**config.mk**
```make
export PLATFORM = sky130hd
export DESIGN_NAME = host_pin_control
export DESIGN_NICKNAME = d
export VERILOG_FILES = /design/src/inc/pin_ctrl_pkg.sv /design/src/hdl/host_pin_control.sv
export SDC_FILE = /design/constraint.sdc
export NUM_CORES = 1
export LEC_CHECK = 0
export BUFFER_PORTS_ARGS = -buffer_cell sky130_fd_sc_hd__buf_4
export CORE_MARGIN = 3
export CORE_UTILIZATION = 40
export DETAILED_ROUTE_END_ITERATION = 10
export PLACE_DENSITY = 0.7
export SLEW_MARGIN = 20
export SYNTH_ARGS = -nofsm -noshare
export SYNTH_HDL_FRONTEND = slang
export SYNTH_SLANG_ARGS = --single-unit
```
**constraint.sdc**
```tcl
create_clock -name hclk -period 1.8 [get_ports hclk]
set_clock_uncertainty 0.05 [all_clocks]
set_input_delay 0.18 -clock hclk [delete_from_list [all_inputs] [get_ports hclk]]
set_output_delay 0.18 -clock hclk [all_outputs]
set_load 0.05 [all_outputs]
```
**src/inc/pin_ctrl_pkg.sv**
```systemverilog
package pin_ctrl_pkg;
  // ----------------------------------------
  // bus map
  // ----------------------------------------
  localparam logic [7:0]  STATUS_OFF      = 8'h00;
  localparam logic [7:0]  MASK_OFF        = 8'h04;
  localparam logic [7:0]  CONTROL_OFF     = 8'h08;
  localparam logic [7:0]  STRAP_OFF       = 8'h0c;
  // status / mask bit positions
  localparam int          ST_FRAME_BIT    = 0;
  localparam int          ST_ALARM_BIT    = 1;
  localparam int          CLKDIS_BIT      = 8;
  localparam int          ST_WIDTH        = 2;
  localparam logic [8:0]  MASK_RESET      = 9'h003;
  // control bit positions
  localparam int          CTL_FRAME_BIT   = 0;
  localparam int          CTL_ALARM_BIT   = 1;
  localparam int          CTL_CONV_BIT    = 2;
  localparam logic [2:0]  CONTROL_RESET   = 3'h0;
  // ----------------------------------------
  // timing
  // ----------------------------------------
  localparam int          CLK_HZ          = 25000000;
  localparam int          XTAL_HZ         = 32768;
  localparam int          CHIP_RST_MIN_US = 5;
  localparam int          CHIP_RST_CYC    = (CHIP_RST_MIN_US * CLK_HZ + 999999) / 1000000;
  localparam int          RELEASE_MS      = 140;
  localparam int          RELEASE_TICKS   = (RELEASE_MS * XTAL_HZ + 999) / 1000;
  localparam int          BAUD_FAST       = 38400;
  localparam int          BAUD_SLOW       = 19200;
  localparam int          DIV_FAST        = CLK_HZ / BAUD_FAST;
  localparam int          DIV_SLOW        = CLK_HZ / BAUD_SLOW;
  localparam int          XTAL_DIV        = CLK_HZ / XTAL_HZ;
endpackage : pin_ctrl_pkg

```
**src/hdl/host_pin_control.sv**
```systemverilog
// Implementation choices: the placing of the registers and the AHB-Lite register port.
`timescale 1ns/1ps
// Notes on behaviour
// - the block makes no power-up reset of its own; it relies on hresetn from outside.
// - gp pins float after reset and drive low 140 ms after chip_reset_n rises.
// - the pulse outputs idle at the level of the pulse idle strap caught at reset.
// - the serial bit rate is 38.4 kbaud with the rate strap high, 19.2 kbaud low.
// - host_alert_n falls on end of frame and on alarm, each only while its bit is set in the mask register.
// - host_alert_n returns high when the host reads the status word.
// - conversion_frame_marker goes low at the start of each conversion cycle.
// - clock_out_disable in the mask register gates clock_test_out.
// - the serial port runs while serial_port_select_n is low; a high pulse resets it.
module host_pin_control #(
  parameter int RELEASE_TICKS_P = pin_ctrl_pkg::RELEASE_TICKS,
  parameter int CHIP_RST_CYC_P  = pin_ctrl_pkg::CHIP_RST_CYC
) (
  input  wire logic        hclk,
  input  wire logic        hresetn,
  input  wire logic        hsel,
  input  wire logic [31:0] haddr,
  input  wire logic [1:0]  htrans,
  input  wire logic        hwrite,
  input  wire logic [2:0]  hsize,
  input  wire logic [31:0] hwdata,
  input  wire logic        hready,
  output logic      [31:0] hrdata,
  output logic             hreadyout,
  output logic             hresp,
  input  wire logic        chip_reset_n,
  input  wire logic        pulse_idle_strap,
  input  wire logic        rate_strap,
  input  wire logic        serial_port_select_n,
  input  wire logic        clock_source,
  input  wire logic        pulse_third_in,
  input  wire logic        pulse_fourth_in,
  output logic      [7:0]  gp_pin_out,
  output logic      [7:0]  gp_pin_oe_n,
  output logic             pulse_out_third,
  output logic             pulse_out_fourth,
  output logic             host_alert_n,
  output logic             irq,
  output logic             conversion_frame_marker,
  output logic             clock_test_out,
  output logic             serial_port_enable,
  output logic             serial_port_reset,
  output logic      [15:0] baud_divisor
);
  import pin_ctrl_pkg::*;

  if (RELEASE_TICKS_P < 1 || RELEASE_TICKS_P > 65535) begin : g_bad_ticks
    $error("bad release ticks");
  end
  if (CHIP_RST_CYC_P < 1 || CHIP_RST_CYC_P > 255) begin : g_bad_width
    $error("bad reset width");
  end

  // ----------------------------------------
  // state
  // ----------------------------------------
  typedef enum logic [1:0] {
    GP_FLOAT = 2'b00,
    GP_WAIT  = 2'b01,
    GP_DRIVE = 2'b10
  } gp_state_t;

  typedef struct packed {
    logic                sync1;
    logic                sync2;
    logic [7:0]          low_cnt;
    logic                chip_rst;
    logic [9:0]          xdiv;
    logic                xtick;
    logic [15:0]         rel_cnt;
    gp_state_t           gp;
    logic                strap_done;
    logic                pulse_idle;
    logic                rate_fast;
    logic [ST_WIDTH-1:0] status;
    logic [8:0]          mask;
    logic [2:0]          control;
    logic                alert_n;
    logic                marker;
    logic                sel_d;
    logic                ph_act;
    logic                ph_wr;
    logic [7:0]          ph_addr;
    logic [31:0]         rdata;
  } state_t;

  state_t s_reg;
  state_t s_next;

  logic                bus_req;
  logic                rd_status;
  logic [ST_WIDTH-1:0] events;
  logic [ST_WIDTH-1:0] clr;

  assign bus_req = hsel & hready & htrans[1];

  always_comb begin
    s_next = s_reg;
    rd_status = 1'b0;
    clr = '0;
    events = '0;
    // reset input synchroniser and width filter
    s_next.sync1 = chip_reset_n;
    s_next.sync2 = s_reg.sync1;
    if (!s_reg.sync2) begin
      if (s_reg.low_cnt != 8'(CHIP_RST_CYC_P)) begin
        s_next.low_cnt = s_reg.low_cnt + 8'h01;
      end else begin
        s_next.chip_rst = 1'b1;
      end
    end else begin
      s_next.low_cnt = 8'h00;
      s_next.chip_rst = 1'b0;
    end
    // crystal rate tick
    s_next.xtick = 1'b0;
    if (s_reg.xdiv == 10'(XTAL_DIV - 1)) begin
      s_next.xdiv = 10'h000;
      s_next.xtick = 1'b1;
    end else begin
      s_next.xdiv = s_reg.xdiv + 10'h001;
    end
    // gp pin release
    unique case (s_reg.gp)
      GP_FLOAT: begin
        s_next.rel_cnt = 16'h0000;
        if (s_reg.sync2) s_next.gp = GP_WAIT;
      end
      GP_WAIT: begin
        if (s_reg.xtick) begin
          s_next.rel_cnt = s_reg.rel_cnt + 16'h0001;
          if (s_reg.rel_cnt == 16'(RELEASE_TICKS_P - 1)) s_next.gp = GP_DRIVE;
        end
      end
      GP_DRIVE: ;
      default:  s_next.gp = GP_FLOAT;
    endcase
    if (s_reg.chip_rst || !s_reg.sync2) s_next.gp = GP_FLOAT;
    // straps caught after reset release
    if (!s_reg.strap_done) begin
      s_next.strap_done = 1'b1;
      s_next.pulse_idle = pulse_idle_strap;
      s_next.rate_fast = rate_strap;
    end
    if (s_reg.chip_rst) begin
      s_next.strap_done = 1'b0;
      s_next.pulse_idle = pulse_idle_strap;
      s_next.rate_fast = rate_strap;
    end
    // bus
    s_next.ph_act = bus_req;
    s_next.ph_wr = hwrite;
    s_next.ph_addr = haddr[7:0];
    if (bus_req && !hwrite) begin
      unique case (haddr[7:0])
        STATUS_OFF:  begin
          s_next.rdata = 32'(s_reg.status);
          rd_status = 1'b1;
        end
        MASK_OFF:    s_next.rdata = 32'(s_reg.mask);
        CONTROL_OFF: s_next.rdata = 32'(s_reg.control);
        STRAP_OFF:   s_next.rdata = {29'h0, s_reg.gp == GP_DRIVE, s_reg.rate_fast,
                                     s_reg.pulse_idle};
        default:     s_next.rdata = 32'h0000_0000;
      endcase
    end
    if (s_reg.ph_act && s_reg.ph_wr) begin
      unique case (s_reg.ph_addr)
        STATUS_OFF:  clr = hwdata[ST_WIDTH-1:0];
        MASK_OFF:    s_next.mask = hwdata[8:0];
        CONTROL_OFF: s_next.control = hwdata[2:0];
        default: ;
      endcase
    end
    // events: frame end, alarm, conversion start pulse
    events[ST_FRAME_BIT] = s_reg.control[CTL_FRAME_BIT];
    events[ST_ALARM_BIT] = s_reg.control[CTL_ALARM_BIT];
    s_next.control[CTL_FRAME_BIT] = 1'b0;
    s_next.control[CTL_ALARM_BIT] = 1'b0;
    s_next.control[CTL_CONV_BIT] = 1'b0;
    if (s_reg.ph_act && s_reg.ph_wr && s_reg.ph_addr == CONTROL_OFF) begin
      s_next.control = hwdata[2:0];
    end
    s_next.status = (s_reg.status & ~clr) | events;
    // alert line
    if (|(events & s_reg.mask[ST_WIDTH-1:0])) begin
      s_next.alert_n = 1'b0;
    end else if (rd_status) begin
      s_next.alert_n = 1'b1;
    end
    s_next.marker = ~s_reg.control[CTL_CONV_BIT];
    s_next.sel_d = serial_port_select_n;
    if (s_reg.chip_rst) begin
      s_next.status = '0;
      s_next.mask = MASK_RESET;
      s_next.control = CONTROL_RESET;
      s_next.alert_n = 1'b1;
    end
  end

  always_ff @(posedge hclk or negedge hresetn) begin
    if (!hresetn) begin
      s_reg <= '{gp: GP_FLOAT, mask: MASK_RESET, control: CONTROL_RESET, alert_n: 1'b1,
                 marker: 1'b1, sync2: 1'b1, sync1: 1'b1, pulse_idle: 1'b1,
                 default: '0};
    end else begin
      s_reg <= s_next;
    end
  end

  // ----------------------------------------
  // outputs
  // ----------------------------------------
  assign hrdata = s_reg.rdata;
  assign hreadyout = 1'b1;
  assign hresp = 1'b0;
  assign gp_pin_out = 8'h00;
  assign gp_pin_oe_n = (s_reg.gp == GP_DRIVE) ? 8'h00 : 8'hff;
  assign pulse_out_third = s_reg.strap_done ? pulse_third_in : s_reg.pulse_idle;
  assign pulse_out_fourth = s_reg.strap_done ? pulse_fourth_in : s_reg.pulse_idle;
  assign host_alert_n = s_reg.alert_n;
  assign irq = |(s_reg.status & s_reg.mask[ST_WIDTH-1:0]);
  assign conversion_frame_marker = s_reg.marker;
  assign clock_test_out = clock_source & ~s_reg.mask[CLKDIS_BIT];
  assign serial_port_enable = ~serial_port_select_n;
  assign serial_port_reset = s_reg.sel_d & ~serial_port_select_n;
  assign baud_divisor = s_reg.rate_fast ? 16'(DIV_FAST) : 16'(DIV_SLOW);
endmodule : host_pin_control

```
==> out/metrics.yaml <==
run_status:
  status: "finished, final reports clean"
cells_and_area:
  fill_cells: 833
  syn_to_final_growth_pct: 21.9
  finalInstanceArea_um2: 4860
  num_antenna_cells: 0
  regArea_um2: 1990
  drive_gt1_share_pct: 28.1
  largest_reg_flops: 65
  nNetsFinal: 551
  multi_input_area_um2: 1620
  mostFrequentLayoutCells: "86 x buf_4, 72 x dfrtp_1, 41 x nor2_1, 41 x conb_1, 20 x nand2_1"
  layout_commonest_cell: "buf_4"
floorplan:
  dieWidth_um: 106
  die_h_um: 106
  core_area_um2: 9460
  rows: 35
  initial_core_util_pct: 42.2
  ios: 155
  dieArea_um2: 11200
power_and_ir_drop:
  power.leakage_nw: 2.26
  ir_drop_uv: 380
  finalPower_mw: 3.68
  powerDensity_nw_per_um2: 757
routing:
  drt_iter0_markers: 89
  wl_um: 8080
  wl_per_cell_um: 13.5
  antenna_violating_nets_post_route: 0
  vias_per_cell: 4.83
  num_vias: 2894
  drc: 0
  dr.pass1.iters: 4
timing:
  rsz0062_at_grt: "true"
  timing.final.ws_setup_ns: 0.0617
  fin_hold_ws_ns: 0.0177
  hold_viol: 0
  fmax_ghz: 0.575
  final.period_utilization_pct: 96.6
  min_period_ns: 1.74
  drv_slew: 0
  setup_violations: 0
global_route:
  grt_usage_pct: 14.4
  grt_first_pass_wirelength_um: 13000
  grt_pass1_vias: 2823
  grt-ovfl-total: 0
  grt_max_degree: 49
  antenna_found_initial: 0
placed_design:
  routabilityCongestion: 0.843
  dp_hpwl_um: 5810
  port_buffers: 62
  dpl_cell_area_um2: 4410
  post-place-ws_ns: 0.0127
logic_synthesis:
  syn_inst: 386
  synth-edff-count: 0
  ys.flop_type: "dfrtp_1"
  synth-seq-area-share_pct: 49.8
  ys_ff_latch: 79
  synthArstFlopShare_pct: 100
  yosysUniqueCellTypes: 53
  syn-cell-area_um2: 3990
  yosys_warnings: 0
  syn_avg_cell_area_um2: 10.3
cts:
  clockBufferDepth: 2
  cts_sinks: 79
  htree_num_levels: 3
  clk_pin_slew_ns: 0.10
  tritoncts: "yes"
  cts_root_buf: "clkbuf_8"
  clk_latency_ns: 0.35
  cts_buffers: 9
worst_hold_path:
  hold_path_class: "in -> reg"
setup_path:
  cp.required_ns: 2.04
  crit_type: "reg -> reg"
  crit_path_max_fanout: 6
  cp-start-kind: "register"
  path_cells: "nor2b_1 -> or3_4 -> or4_4 -> a21oi_2"
  end_kind: "register"
  cp.arrival_ns: 1.97
  crit_slowest_cell: "or4_4"
  cp_slowest_stage_delay_ns: 0.53
run:
  maxCapViolations: 0
routing by layer:
metal / wire (um) / global-route usage, %
met1: 3370 / 17.8
met5: 0 / 0
met2: 4140 / 24.7
met3: 410 / 2.08
met4: 160 / 6.94
repair_timing:
action	4_1_cts	5_1_grt
pin swaps	3	3
hold buffers	16	0
hold endpoints to repair	88	0
setup buffers	0	3
setup endpoints to repair	1	9
gates resized for setup	0	15
power by group:
| group | switching, mW | internal, mW | leakage, nW |
|---|---|---|---|
| Combinational | 0.353 | 0.126 | 1.16 |
| Clock | 0.707 | 0.655 | 0.0929 |
| Sequential | 0.0262 | 1.81 | 1.00 |
critical path, delay by kind of cell (launching register included):
family / cells / cell delay (ns)
compound gates: 1 / 0.14
flops: 1 / 0.38
simple gates: 3 / 1.11
cell usage after synthesis, drive strengths merged (2+ instances only):
library cell / n / area share [%]
conb: 2 / 0.19
o31ai: 4 / 0.75
a31oi: 3 / 0.47
nor3: 8 / 1.0
nand4: 6 / 0.94
and2: 3 / 0.47
nand3: 7 / 0.88
inv: 17 / 1.6
and3: 6 / 0.94
nor2: 41 / 3.9
nor4b: 2 / 0.44
dfrtp: 72 / 45
or2: 3 / 0.47
mux4: 2 / 1.1
a22o: 13 / 2.9
mux2i: 10 / 2.5
a311oi: 2 / 0.44
nor4: 8 / 1.4
or4: 4 / 0.75
or3: 3 / 0.60
nor2b: 4 / 0.63
o21ai: 6 / 0.75
buf: 66 / 12
clkbuf: 8 / 0.75
xnor2: 11 / 2.4
dfstp: 7 / 4.6
o2111ai: 2 / 0.44
a21oi: 10 / 1.3
xor2: 7 / 1.5
nand2: 21 / 2.0
nand2b: 8 / 1.3
ha: 5 / 1.6
final timing paths:
| path | cells after the start | slack (ns) | from | end |
|---|---|---|---|---|
| hold / removal | 3 | 0.02 | hwdata[7] | s_reg[55]$_DFFE_PN0P_ |
| setup reg to reg | 4 | 0.06 | s_reg[62]$_DFFE_PN0P_ | s_reg[79]$_DFFE_PN0P_ |
| min in group asynchronous | 2 | 0.19 | hresetn | s_reg[95]$_DFFE_PN0P_ |
| hold reg to reg | 0 | 0.31 | s_next[100]$_DFF_PN1_ | s_reg[100]$_DFF_PN1_ |
| setup / recovery | 4 | 0.06 | s_reg[62]$_DFFE_PN0P_ | s_reg[79]$_DFFE_PN0P_ |
| max in group asynchronous | 3 | 0.93 | hresetn | conversion_frame_marker$_DFF_PN1_ |
final cells by class:
type,count,share of cell area [%]
inverter,17,1.31
clock buffer,9,2.55
multi-input combinational,255,33.3
tap,129,3.32
timing repair buffer,103,17.0
sequential,79,40.9
clock inverter,7,1.62
kinds of logic (layout without fill, tap and decap cells):
| kind of cell | after synthesis | count (layout) | share of synthesized area [%] |
|---|---|---|---|
| other | 2 | 41 | 0.188 |
| AO/OA/AOI/OAI | 50 | 50 | 9.16 |
| flip-flops | 79 | 79 | 49.8 |
| multiplexers | 13 | 13 | 3.92 |
| buffers and inverters | 91 | 136 | 14.8 |
| adder cells (fa/ha/maj) | 5 | 5 | 1.57 |
| XOR/XNOR | 18 | 18 | 3.95 |
| AND/OR/NAND/NOR | 128 | 128 | 16.6 |
stage by stage:
step	setup TNS [ns]	utilization (%)	std cells
floorplan	0	-	425
detailed placement	0	46.7	564
CTS	0	50.5	596
finish	0	51.4	599
global route	-0.0136	51.4	599
global placement	0	46.7	564
No activity file was read; power rests on OpenSTA's default activity.
